## config.mk

```make
export PLATFORM = sky130hd
export DESIGN_NAME = epv_ctrl
export DESIGN_NICKNAME = d
export VERILOG_FILES = /design/src/core/epv_pkg.sv /design/src/core/epv_tmr_if.sv /design/src/core/epv_timer.sv /design/src/core/epv_ctrl.sv
export SDC_FILE = /design/constraint.sdc
export NUM_CORES = 1
export LEC_CHECK = 0
export ABC_AREA = 0
export ABC_CLOCK_PERIOD_IN_PS = 9300
export BUFFER_PORTS_ARGS = -buffer_cell sky130_fd_sc_hd__buf_2
export CORE_MARGIN = 2
export CORE_UTILIZATION = 35
export CTS_BUF_LIST = sky130_fd_sc_hd__clkbuf_16
export DETAILED_ROUTE_END_ITERATION = 16
export MAX_ROUTING_LAYER = met4
export PLACE_DENSITY = 0.58
export RECOVER_POWER = 50
export SLEW_MARGIN = 20
export SYNTH_ARGS = -nofsm -noshare
export SYNTH_HDL_FRONTEND = slang
export SYNTH_HIERARCHICAL = 1
export SYNTH_SLANG_ARGS = --single-unit
export TNS_END_PERCENT = 30
```

## constraint.sdc

```tcl
create_clock -name hclk -period 9.3 [get_ports hclk]
set_clock_uncertainty 0.2 [all_clocks]
set_input_delay 0.465 -clock hclk [delete_from_list [all_inputs] [get_ports hclk]]
set_output_delay 0.465 -clock hclk [all_outputs]
set_load 0.02 [all_outputs]
```

## src/core/epv_pkg.sv

```systemverilog
// Package for the PROM programmer: register map, pin timing and command codes
package epv_pkg;
   // Register byte offsets on the AHB-Lite slave
   localparam logic [7:0] EPV_OFF_CTRL = 8'h00;
   localparam logic [7:0] EPV_OFF_ADDR = 8'h04;
   localparam logic [7:0] EPV_OFF_DATA = 8'h08;
   localparam logic [7:0] EPV_OFF_STAT = 8'h0C;
   localparam logic [7:0] EPV_OFF_RDAT = 8'h10;
   localparam logic [7:0] EPV_OFF_OPT = 8'h14;
   // Control register command field, bits [2:0], with go in bit 31
   localparam int EPV_CTRL_GO_BIT = 31;
   localparam logic [2:0] EPV_CMD_PROG = 3'h1;
   localparam logic [2:0] EPV_CMD_VERIFY = 3'h2;
   localparam logic [2:0] EPV_CMD_IDENT = 3'h3;
   localparam logic [2:0] EPV_CMD_EXPR = 3'h4;
   // Option register fields
   localparam int EPV_OPT_SEL_LSB = 0;
   localparam int EPV_OPT_CODE_BIT = 4;
   localparam int EPV_OPT_MULT_LSB = 8;
   // Widths and counts
   localparam int EPV_AW = 14;
   localparam int EPV_DW = 16;
   localparam int EPV_NDEV = 4;
   localparam int EPV_IDW = 8;
   localparam logic [3:0] EPV_EXPR_MAX = 4'hA;
   localparam logic [7:0] EPV_FAST_MAX = 8'h19;
   localparam logic [7:0] EPV_OPW_MULT_DEF = 8'h03;
   // Times, in nanoseconds, with the clock period
   localparam int EPV_CLK_NS = 100;
   localparam int EPV_SETUP_NS = 2000;
   localparam int EPV_FAST_PW_NS = 1000000;
   localparam int EPV_EXPR_PW_NS = 100000;
   localparam int EPV_OPW_MIN_NS = 2850000;
   localparam int EPV_OPW_MAX_NS = 78750000;
   localparam int EPV_ACC_NS = 200;
   // Derived cycle counts; least times round up
   localparam int EPV_SETUP_CYC = (EPV_SETUP_NS + EPV_CLK_NS - 1) / EPV_CLK_NS;
   localparam int EPV_FAST_PW_CYC = EPV_FAST_PW_NS / EPV_CLK_NS;
   localparam int EPV_EXPR_PW_CYC = EPV_EXPR_PW_NS / EPV_CLK_NS;
   localparam int EPV_OPW_MIN_CYC = (EPV_OPW_MIN_NS + EPV_CLK_NS - 1) / EPV_CLK_NS;
   localparam int EPV_OPW_MAX_CYC = EPV_OPW_MAX_NS / EPV_CLK_NS;
   localparam int EPV_ACC_CYC = (EPV_ACC_NS + EPV_CLK_NS - 1) / EPV_CLK_NS;
   localparam int EPV_TW = 20;
   // Sequencer states
   typedef enum logic [3:0] {
      EPV_IDLE, EPV_SETUP, EPV_PULSE, EPV_RECOVER, EPV_CHECK, EPV_OVER, EPV_READ, EPV_DONE
   } epv_state_type;
endpackage

```

## src/core/epv_tmr_if.sv

```systemverilog
// Interface between the sequencer and the pulse timer
`timescale 1ns/1ns
`default_nettype none
interface epv_tmr_if;
   logic start;
   logic [epv_pkg::EPV_TW-1:0] length;
   logic done;
   modport master (output start, output length, input done);
   modport timer (input start, input length, output done);
endinterface
`default_nettype wire

```

## src/core/epv_timer.sv

```systemverilog
// Cycle timer that measures pin set-up times and strobe pulse widths
`timescale 1ns/1ns
`default_nettype none
module epv_timer (
   // Clock and reset
   input wire logic hclk,
   input wire logic hresetn,
   // Timer port
   epv_tmr_if.timer tmr
);
   import epv_pkg::*;
   typedef struct packed {
      logic [EPV_TW-1:0] cnt;
      logic busy;
      logic done;
   } epv_tmr_state_type;
   epv_tmr_state_type s_q, s_d;

   // Count down; done pulses one cycle when the count expires
   always_comb begin
      s_d = s_q;
      s_d.done = 1'b0;
      if (tmr.start) begin
         s_d.cnt = tmr.length;
         s_d.busy = 1'b1;
      end else if (s_q.busy) begin
         if (s_q.cnt <= {{(EPV_TW-1){1'b0}}, 1'b1}) begin
            s_d.busy = 1'b0;
            s_d.done = 1'b1;
         end else begin
            s_d.cnt = s_q.cnt - 1'b1;
         end
      end
   end

   always_ff @(posedge hclk or negedge hresetn) begin
      if (!hresetn) begin
         s_q <= '0;
      end else begin
         s_q <= s_d;
      end
   end
   assign tmr.done = s_q.done;
endmodule
`default_nettype wire

```

## src/core/epv_ctrl.sv

```systemverilog
// Pin-level programmer for a 16-bit UV PROM, commanded over AHB-Lite
//
// Function
// (RQ1) Fast or express pulse algorithm chosen
// (RQ2) Fast: pulses until verify, then overprogram
// (RQ3) Express: up to ten 100us pulses, no overprogram
// (RQ4) Program: high supply, gate high, select low, strobe
// (RQ5) Erased ones; programming only clears bits
// (RQ6) Address and data presented before strobing
// (RQ7) One low strobe pulse writes the word
// (RQ8) Read back and compare every bit
// (RQ9) Verify: high supply, gate low, strobe high
// (RQ10) Shared lines, separate strobe per device
// (RQ11) High strobe or select blocks writing
// (RQ12) Identity: identity pin elevated, select, gate low
// (RQ13) Code select picks maker or type byte
// (RQ14) Upper data byte reads zero in identity
// (RQ15) Identity codes may be read first
// (RQ16) Overprogram length from iteration count, bounded
// (RQ17) Gate high floats device data pins
// (RQ18) Select high gives standby, floated pins
// (RQ19) Express failure after ten pulses reported
//
// Decided for this implementation: the register offsets and the AHB-Lite slave port.
`timescale 1ns/1ns
`default_nettype none
module epv_ctrl #(
   parameter int OPW_MAX_CYC = epv_pkg::EPV_OPW_MAX_CYC,
   parameter int FAST_PW_CYC = epv_pkg::EPV_FAST_PW_CYC
) (
   // Clock and reset
   input wire logic hclk,
   input wire logic hresetn,
   // AHB-Lite slave
   input wire logic hsel,
   input wire logic [31:0] haddr,
   input wire logic [1:0] htrans,
   input wire logic hwrite,
   input wire logic [2:0] hsize,
   input wire logic [31:0] hwdata,
   input wire logic hready,
   output logic [31:0] hrdata,
   output logic hreadyout,
   output logic hresp,
   // PROM pins, shared
   output logic [epv_pkg::EPV_AW-1:0] address_pins,
   input wire logic [epv_pkg::EPV_DW-1:0] data_pins_i,
   output logic [epv_pkg::EPV_DW-1:0] data_pins_o,
   output logic data_pins_oe,
   output logic chip_select_n,
   output logic output_gate_n,
   output logic vpp_elevated,
   output logic identity_select_pin,
   // PROM strobes, one per device
   output logic [epv_pkg::EPV_NDEV-1:0] program_strobe_n
);
   import epv_pkg::*;

   typedef struct packed {
      epv_state_type st;
      logic [2:0] cmd;
      logic [EPV_NDEV-1:0] sel;
      logic [7:0] mult;
      logic [EPV_AW-1:0] addr;
      logic [EPV_DW-1:0] wdat;
      logic [EPV_DW-1:0] rdat;
      logic [7:0] iter;
      logic busy;
      logic pass;
      logic fail;
      logic over;
      logic [EPV_DW-1:0] din0;
      logic [EPV_DW-1:0] din1;
      logic aph;
      logic awr;
      logic [7:0] aoff;
      logic [31:0] hrdata;
      logic [EPV_AW-1:0] pa;
      logic [EPV_DW-1:0] pd;
      logic doe;
      logic cs_n;
      logic oe_n;
      logic vpp;
      logic idp;
      logic [EPV_NDEV-1:0] pgm_n;
   } epv_ctrl_state_type;
   epv_ctrl_state_type s_q, s_d;

   epv_tmr_if tmr ();
   epv_timer u_timer (
      .hclk(hclk),
      .hresetn(hresetn),
      .tmr(tmr)
   );

   logic [31:0] opw_cyc;
   logic [31:0] opw_req;
   logic [EPV_DW-1:0] din;
   logic [31:0] stat_word;

   // Overprogram length grows with iterations, clamped into the legal window
   always_comb begin
      opw_req = 32'(s_q.iter) * 32'(s_q.mult) * 32'(FAST_PW_CYC); // [RQ16]
      if (opw_req < 32'(EPV_OPW_MIN_CYC)) begin
         opw_cyc = 32'(EPV_OPW_MIN_CYC);
      end else if (opw_req > 32'(OPW_MAX_CYC)) begin
         opw_cyc = 32'(OPW_MAX_CYC);
      end else begin
         opw_cyc = opw_req;
      end
   end

   assign din = s_q.din1;
   assign stat_word = {26'h0, s_q.over, s_q.fail, s_q.pass, s_q.busy, 2'h0} | 32'(s_q.iter) << 8;

   // Bus slave, pin sequencer and read-back
   always_comb begin
      s_d = s_q;
      tmr.start = 1'b0;
      tmr.length = '0;
      // Read data come through two flops, they are asynchronous to hclk
      s_d.din0 = data_pins_i;
      s_d.din1 = s_q.din0;
      // Address phase capture
      s_d.aph = hsel && hready && htrans[1];
      s_d.awr = hwrite;
      s_d.aoff = haddr[7:0];
      if (hsel && hready && htrans[1] && !hwrite) begin
         case (haddr[7:0])
            EPV_OFF_CTRL: s_d.hrdata = {29'h0, s_q.cmd};
            EPV_OFF_ADDR: s_d.hrdata = 32'(s_q.addr);
            EPV_OFF_DATA: s_d.hrdata = 32'(s_q.wdat);
            EPV_OFF_STAT: s_d.hrdata = stat_word;
            EPV_OFF_RDAT: s_d.hrdata = 32'(s_q.rdat);
            EPV_OFF_OPT: s_d.hrdata = {16'h0, s_q.mult, 4'h0, s_q.sel};
            default: s_d.hrdata = 32'h0000_0000;
         endcase
      end
      // Write data phase; writes are ignored while a command runs
      if (s_q.aph && s_q.awr && !s_q.busy) begin
         case (s_q.aoff)
            EPV_OFF_ADDR: s_d.addr = hwdata[EPV_AW-1:0];
            EPV_OFF_DATA: s_d.wdat = hwdata[EPV_DW-1:0];
            EPV_OFF_OPT: begin
               s_d.sel = hwdata[EPV_OPT_SEL_LSB +: EPV_NDEV];
               s_d.mult = hwdata[EPV_OPT_MULT_LSB +: 8];
            end
            EPV_OFF_CTRL: begin
               s_d.cmd = hwdata[2:0];
               // Unknown codes are kept in the field but never run, so no stray pin walk
               if (hwdata[EPV_CTRL_GO_BIT] &&
                   (hwdata[2:0] == EPV_CMD_PROG || hwdata[2:0] == EPV_CMD_VERIFY ||
                    hwdata[2:0] == EPV_CMD_IDENT || hwdata[2:0] == EPV_CMD_EXPR)) begin
                  s_d.busy = 1'b1;
                  s_d.pass = 1'b0;
                  s_d.fail = 1'b0;
                  s_d.over = 1'b0;
                  s_d.iter = 8'h00;
                  s_d.st = EPV_SETUP;
               end
            end
            default: ;
         endcase
      end
      case (s_q.st)
         EPV_IDLE: begin
            // Standby: control pins and data driver released, address pins hold the last address, select high floats the device [RQ18]
            s_d.cs_n = 1'b1;
            s_d.oe_n = 1'b1;
            s_d.vpp = 1'b0;
            s_d.idp = 1'b0;
            s_d.doe = 1'b0;
            s_d.pgm_n = '1;
         end
         EPV_SETUP: begin
            // Present address, and data for program commands, raise levels, then wait set-up [RQ6]
            s_d.pa = s_q.addr;
            s_d.cs_n = 1'b0;
            s_d.pgm_n = '1; // [RQ11]
            if (s_q.cmd == EPV_CMD_IDENT) begin
               // Code select on the lowest address pin [RQ12] [RQ15]
               s_d.pa = '0;
               s_d.pa[0] = s_q.addr[EPV_OPT_CODE_BIT - 4];
               s_d.idp = 1'b1;
               s_d.vpp = 1'b0;
               s_d.oe_n = 1'b0;
               s_d.doe = 1'b0;
            end else if (s_q.cmd == EPV_CMD_VERIFY) begin
               s_d.vpp = 1'b1;
               s_d.oe_n = 1'b0; // [RQ9]
               s_d.doe = 1'b0;
            end else begin
               s_d.vpp = 1'b1;
               s_d.oe_n = 1'b1; // Gate high keeps device outputs off [RQ17]
               s_d.pd = s_q.wdat;
               s_d.doe = 1'b1;
            end
            tmr.start = 1'b1;
            tmr.length = EPV_TW'(EPV_SETUP_CYC);
            s_d.st = (s_q.cmd == EPV_CMD_PROG || s_q.cmd == EPV_CMD_EXPR) ?
               EPV_PULSE : EPV_READ;
         end
         EPV_PULSE: if (tmr.done) begin
            // Strobe only selected devices, others stay inhibited [RQ4] [RQ7] [RQ10]
            s_d.pgm_n = ~s_q.sel;
            s_d.iter = s_q.iter + 8'h01;
            tmr.start = 1'b1;
            tmr.length = (s_q.cmd == EPV_CMD_EXPR) ? EPV_TW'(EPV_EXPR_PW_CYC) :
               EPV_TW'(FAST_PW_CYC); // [RQ1]
            s_d.st = EPV_RECOVER;
         end
         EPV_RECOVER: if (tmr.done) begin
            // End the pulse, hold data, then turn the bus round for verify
            s_d.pgm_n = '1;
            tmr.start = 1'b1;
            tmr.length = EPV_TW'(EPV_SETUP_CYC);
            s_d.st = EPV_CHECK;
         end
         EPV_CHECK: if (tmr.done) begin
            if (s_q.doe) begin
               s_d.doe = 1'b0;
               s_d.oe_n = 1'b0;
               tmr.start = 1'b1;
               tmr.length = EPV_TW'(EPV_ACC_CYC + 2);
            end else begin
               s_d.rdat = din;
               s_d.oe_n = 1'b1;
               // The shared data pins are read back, whichever devices are selected
               if (din == s_q.wdat) begin // [RQ8]
                  if (s_q.cmd == EPV_CMD_EXPR || s_q.over) begin
                     s_d.pass = 1'b1; // Express: no overprogram [RQ3]
                     s_d.st = EPV_DONE;
                  end else begin
                     s_d.over = 1'b1; // [RQ2]
                     s_d.pd = s_q.wdat;
                     s_d.doe = 1'b1;
                     tmr.start = 1'b1;
                     tmr.length = EPV_TW'(EPV_SETUP_CYC);
                     s_d.st = EPV_OVER;
                  end
               end else if ((s_q.cmd == EPV_CMD_EXPR && s_q.iter >= 8'(EPV_EXPR_MAX)) ||
                            (s_q.cmd != EPV_CMD_EXPR && s_q.iter >= EPV_FAST_MAX) ||
                            ((din & ~s_q.wdat) != '0 && s_q.over)) begin
                  // Pulse limit reached, or after overprogram a bit that must be zero still reads one [RQ5] [RQ19]
                  s_d.fail = 1'b1;
                  s_d.st = EPV_DONE;
               end else begin
                  s_d.pd = s_q.wdat;
                  s_d.doe = 1'b1;
                  tmr.start = 1'b1;
                  tmr.length = EPV_TW'(EPV_SETUP_CYC);
                  s_d.st = EPV_PULSE;
               end
            end
         end
         EPV_OVER: if (tmr.done) begin
            s_d.pgm_n = ~s_q.sel;
            tmr.start = 1'b1;
            tmr.length = opw_cyc[EPV_TW-1:0]; // [RQ16]
            s_d.st = EPV_RECOVER;
         end
         EPV_READ: if (tmr.done) begin
            if (s_q.cmd == EPV_CMD_IDENT) begin
               s_d.rdat = {8'h00, din[EPV_IDW-1:0]}; // [RQ13] [RQ14]
            end else begin
               s_d.rdat = din;
            end
            s_d.pass = 1'b1;
            s_d.st = EPV_DONE;
         end
         EPV_DONE: begin
            s_d.busy = 1'b0;
            s_d.st = EPV_IDLE;
         end
         default: s_d.st = EPV_IDLE;
      endcase
   end

   always_ff @(posedge hclk or negedge hresetn) begin
      if (!hresetn) begin
         s_q <= '{st: EPV_IDLE, mult: EPV_OPW_MULT_DEF, sel: {{(EPV_NDEV-1){1'b0}}, 1'b1},
                  cs_n: 1'b1, oe_n: 1'b1, pgm_n: '1, default: '0};
      end else begin
         s_q <= s_d;
      end
   end

   // Zero-wait slave, always OKAY
   assign hrdata = s_q.hrdata;
   assign hreadyout = 1'b1;
   assign hresp = 1'b0;
   assign address_pins = s_q.pa;
   assign data_pins_o = s_q.pd;
   assign data_pins_oe = s_q.doe;
   assign chip_select_n = s_q.cs_n;
   assign output_gate_n = s_q.oe_n;
   assign vpp_elevated = s_q.vpp;
   assign identity_select_pin = s_q.idp;
   assign program_strobe_n = s_q.pgm_n;
endmodule
`default_nettype wire

```

-- Yosys cells after proc, flatten, opt, wreduce, memory -nomap -nowiden
Cells that the tools add are included.
- $add $sub $neg: 2
- $mul: 2
- equality and inequality tests: 36
- mux-type cells: 87
- magnitude comparators: 5
- bitwise logic cells: 4
- reduce and logical (&&, ||, !) cells: 45
- operators by type and width (cell ; number):
    $mux 20 ; 7
    $mux 16 ; 8
    $pmux 20 s5 ; 1
    $pmux 16 s6 ; 1
    $mux 17 ; 4
    $pmux 16 s2 ; 2
    $mux 14 ; 4
    $mux 49 ; 1
    $mux 12 ; 4
    $mux 4 ; 9
    $gt 30x20->1 const B ; 1
    $lt 30x15->1 const B ; 1
    $mul 16x10->26 const B ; 1
    $eq 8x4->1 const B ; 3
    $eq 8x5->1 const B ; 3
    $pmux 4 s6 ; 1
    $mux 22 ; 1
    $mux 1 ; 21
    $mux 21 ; 1
    $le 20x1->1 const B ; 1
    $sub 20x1->20 const B ; 1
    $and 16x16->16 ; 1
    $eq 16x16->1 ; 1
    $eq 4x3->1 const B ; 4
    other kinds (39) ; 99
- bits in registers: 212
- output and inout bits: 73
- bits of input ports: 90
- logic and storage cells: 210

-- Logic depth before layout (Yosys ltp)
- word-level depth: 13
- mapped depth: 41

-- Modules after synthesis
Netlist, hierarchy kept.
- by module, submodules not included (module ; area an instance (um^2) ; times used ; cells an instance):
    epv_ctrl ; 13100.1 ; 1 ; 1326
    epv_timer ; 1372.6 ; 1 ; 154

-- Least setup slack after synthesis
Ideal clock, no wire load.
- path type: register to register
- start: register s_q[120] in the netlist's numbering
- end: register u_timer/s_q[12] in the netlist's numbering
- data required time: 8.970 ns
- buffers on the path: 2
- setup slack: -0.003 ns
- stages on the path, launching flop included: 37
- arrival: 8.973 ns
- cell sequence: dfrtp_1 -> clkbuf_1 -> and2_1 -> fa_1 -> inv_1 -> fa_1 -> inv_1 -> fa_1 -> inv_1 -> fa_1 -> inv_1 -> ha_1 -> nor2b_1 -> o211ai_1 -> a21oi_1 -> a2111oi_0 -> xor2_1 -> inv_1 -> fa_1 -> ha_1 -> inv_1 -> fa_1 -> inv_1 -> ha_1 -> ha_1 -> ha_1 -> a21oi_1 -> o21ai_1 -> or4b_1 -> a211o_1 -> a21oi_2 -> nand4_2 -> buf_6 -> nor4b_1 -> o22ai_1 -> a22oi_1 -> o2bb2ai_1
- elaborated cells on any way between the ends: 23
- classes of those cells: 2 x mul; 4 x order compare; 1 x eq/ne; 10 x mux; 6 x reduce/logical
- RTL lines (element ; RTL line ; source):
    start, declared ; epv_ctrl.sv:87 ; epv_ctrl_state_type s_q, s_d;
    start signal, assigned ; epv_ctrl.sv:281 ; s_q <= '{st: EPV_IDLE, mult: EPV_OPW_MULT_DEF, sel: {{(EPV_NDEV-1){1'b0}}, 1'b1},
    $mul 8x8->16 * ; epv_ctrl.sv:103 ; opw_req = 32'(s_q.iter) * 32'(s_q.mult) * 32'(FAST_PW_CYC);
    $mul 16x10->26 * ; epv_ctrl.sv:103 ;
    $gt 30x20->1 ; epv_ctrl.sv:106 ; end else if (opw_req > 32'(OPW_MAX_CYC)) begin
    $mux 20 ; epv_ctrl.sv:106 ;
    $mux 20 * ; epv_ctrl.sv:104 ; if (opw_req < 32'(EPV_OPW_MIN_CYC)) begin
    $mux 20 * ; epv_ctrl.sv:256 ; EPV_OVER: if (tmr.done) begin
    $pmux 20 s5 * ; epv_ctrl.sv:165 ; case (s_q.st)
    named net tmr.length (one bit) ; epv_tmr_if.sv:6 ; logic [epv_pkg::EPV_TW-1:0] length;
    $mux 21 * ; epv_timer.sv:23 ; if (tmr.start) begin
    end signal, assigned ; epv_timer.sv:38 ; s_q <= '0;
    end signal, assigned ; epv_timer.sv:40 ; s_q <= s_d;
    end, declared ; epv_timer.sv:17 ; epv_tmr_state_type s_q, s_d;
Mark *: on every way through the listed nets, which the timed path passes. The rest lies on a longest branch.
A chain may end at the register's enable or synchronous reset.

-- Worst setup path in the final report
- start: register s_q[174] in the netlist's numbering
- end: register u_timer/s_q[11] in the netlist's numbering
Same word-level chain as after synthesis.

==> results.txt <==
- The run finished, with violations left.
- The checks that failed: capacitance limit, slew limit.
* GPL Wtd Cong: 0.870
- FFs w/ async S/R, synth: 100%
- Data arrival at the endpoint of the critical path: 9.13 ns
- For this run, the number of Yosys warnings is 6.
- Buffers & Inverters on Critical Path: 9
- Depth of the CTS H-tree: 4
* Crit. End Element: register
* Number of detailed-routing iterations run before antenna repair: 5
- Number of vias in the routed layout: 11100
* Worst-path maximum fanout: 8
* Met3 routed wirelength: 1490 microns
- TritonCTS clock tree: done
- Mapped Area: 14500 sq um
* Tcrit/Tclk final: 96.3%
* Multi-input gate area: 8750 sq um
* Drt first-iter violations: 679
- Master of the slowest instance on the critical path: fa_1
- For the final routed database, the setup TNS stands at 0 ns.
* Path class of the lowest-slack min-delay path: input port to register
- The critical path starts at s_q[174].
* Row Count: 74
- After the last flow step, the layout net total stands at 1915.
* Post-synth EDFFs: 0
- Sequential standard cell area: 4920 sq um
* Die width: 207 microns
- The synthesized design contains 196 register bits.
* Slew Viols, Final: 131
- Crit path max-delay family: adder cells
* Number of antenna repair diodes: 0
- The cell count after synthesis came out at 1480.
- Detailed-route DRC error count: 0
- Setup repair after global routing could not meet its margin everywhere.
- Synth-to-layout area growth: 18.4%
- Summing the sequential cell areas from Yosys gives 34.0% of the chip area.
* Count of unique library cells instantiated by Yosys: 82
* Number of vias per cell: 5.11
- After global routing the overflow that remains totals 0.
- Start of the worst register-to-register path: s_q[174]
- For the worst-skew pair, the clock arrives at the later sink with an insertion delay of 0.45 ns.
- Synthesized area per cell: 9.78 sq um
* Slowest stage delay, CP: 0.55 ns
- Most used cell, CP: fa_1
* Number of port buffers: 101
* Layout cells sized above 1: 22.6%
* Vertical die dimension: 207 microns
* Antenna viol nets, final: 0
- Counting along the longest clock path gives a buffer depth of 2.
* IO Pins: 163
- Hold wc startpoint: hwdata[7]
* Total core area: 40800 sq um
- Final-layout fill cell count: 3941
* Worst slew margin relative to its limit: -359%
- In this run the clock root is driven by a clkbuf_16.
- Based on the critical path, the design can be clocked at up to 112 MHz.
- Worst-path clk slew: 0.08 ns
- Clock tree synthesis found a total of 196 sinks.
- Entering global routing, the biggest net connects 131 pins.
- Critical path type: register to register
- In this run the top signal layer used is met4.
- In the global route stage, overall resource usage came out at 17.3%.
- The smallest clock period supported by the final layout is computed as 8.96 ns.
- Met2 wire length: 16900 microns
- Total Die Area: 43000 sq um
- Post-route worst setup slack: 0.345 ns
- Before CTS, the worst setup slack after placement is -0.372 ns.
* Half-perimeter wire length after detailed placement: 27200 microns
- In the final routing, the length of wire on met1 measures 17500 microns.
- Drt total wl: 36300 microns
- The worst setup path is launched from a register.
- Among all flip-flop cells after synthesis, the most frequent one is dfrtp_1.
- At the pin with the least slew margin, the transition time is 6.89 ns.
- First-pass GRT wire length: 58700 microns
- Finish-stage setup viols: 0
- The via count of the first global-routing pass is 11000.
- At the worst endpoint, the required time is 9.48 ns.
- Number of antenna violations at the first check in global routing: 0
- Number of max-capacitance violations reported: 1
- The final hold violation count is 0.
* Average detailed-routed wire length per instance: 16.7 microns
* Effective utilization at floorplan: 35.4%
* Inserted Clock Buffers: 17
[repair_timing]
item,4_1_cts,5_1_grt
setup buffers,4,15
hold endpoints to repair,23,3
resized for setup,25,74
setup endpoints to repair,18,18
hold buffers,23,1
pin swaps,14,55
[per-stage QoR]
step / hold slack (ns) / utilization [%] / std cells / instance area (sq um)
floorplan: -0.0306 / - / 1499 / 14500
finish: 0.0599 / 42.0 / 2170 / 17100
detailed placement: 0.135 / 38.4 / 2095 / 15700
CTS: 0.0232 / 40.9 / 2154 / 16700
global placement: 0.132 / 38.4 / 2095 / 15700
global route: 0.0497 / 42.0 / 2170 / 17100
[worst register-to-register path, delay by kind of cell, from the launching register on]
family / cells / cell delay [ns]
AOI/OAI and AO/OA: 10 / 1.88
xor gates and xnor gates: 1 / 0.23
adders and majority gates: 11 / 4.32
buffers and inverters: 9 / 0.72
DFF: 1 / 0.43
and+or+nand+nor: 6 / 1.13
[synth_stat cells, types with 9 or more instances]
library cell  number  area [sq um]
and3_1            18           113
nor3_1            17          85.1
xnor2_1           20           175
a211oi_1           9          67.6
mux2_2            70           788
dfstp_2            9           236
o21ai_0           66           330
buf_4             68           510
inv_1            168           631
nand3_1           33           165
nor4_1            18           113
a21o_1            15           113
ha_1             130          1630
nand4_1           14          87.6
dfrtp_1          187          4680
nor2_1            60           225
buf_1              9          33.8
o211ai_1          12          90.1
a21oi_1           50           250
and2_1            50           313
nand2_1          135           507
clkbuf_1          48           180
fa_1              70          1400
mux2i_1           14           140
a221oi_1          13           114
xor2_1            16           140
[worst paths after layout]
kind                            slack [ns]         endpoint  cells past startpoint
worst max register to register        0.34  u_timer/s_q[11]                     37
worst max-delay path                  0.34  u_timer/s_q[11]                     37
worst min-delay path                  0.06         s_q[148]                      2
worst min register to register        0.15          din[12]                      0
max in group asynchronous             1.63         s_q[119]                      2
min in group asynchronous             2.94  data_pins_o[11]                      2
[sequential cells by signal (all words and copies together), names as in the netlist, 4 cells and up]
name	count
s_d	16
hrdata	16
s_q	87
address_pins	14
program_strobe_n	4
din	16
data_pins_o	16
u_timer/s_q	21
[area by class of cell]
class | instances | share of cell area (%)
multi-input cells | 1005 | 51.1
flip-flops and latches | 196 | 28.7
repair buffers | 237 | 9.02
well taps | 532 | 3.88
inverters | 168 | 3.68
clock buffers | 17 | 2.48
clock inverters | 15 | 1.18
[routing by layer]
layer | track usage [%] | vias up
met4 | 3.23 | 0
met3 | 2.31 | 31
li1 | - | 5290
met5 | - | -
met1 | 24.5 | 5542
met2 | 26.7 | 234
[kinds of logic after synthesis]
family	synth area share, %
buf+inv	9.62
other cells	0.0519
simple gates	14.0
compound gates	12.5
fa+ha+maj	20.9
xor+xnor	2.18
mux	6.73
flops	34.0
[layout by cell type (no fill, tap or decap), drive strengths merged, types with 5 or more instances in the layout]
cell type      n
buf          154
o211ai        12
a22o           8
or3            7
fa            70
or2            7
and2          50
nor4          20
xnor2         20
inv          175
a21o          15
nand4         15
nor2          60
nor3          20
clkinv         8
conb          21
o31ai          8
a211o          8
xor2          16
a221oi        13
a211oi        10
a21oi         52
clkbuf        76
dfstp          9
nand2        135
and3          18
dfrtp        187
mux2          70
nor2b          8
a22oi          5
dlygate4sd3   24
nand3         33
mux2i         14
ha           130
o21ai         71
o21a           6
Power is not shown: default switching activity piles up to over one toggle a cycle in this logic, so the estimate is an artifact.
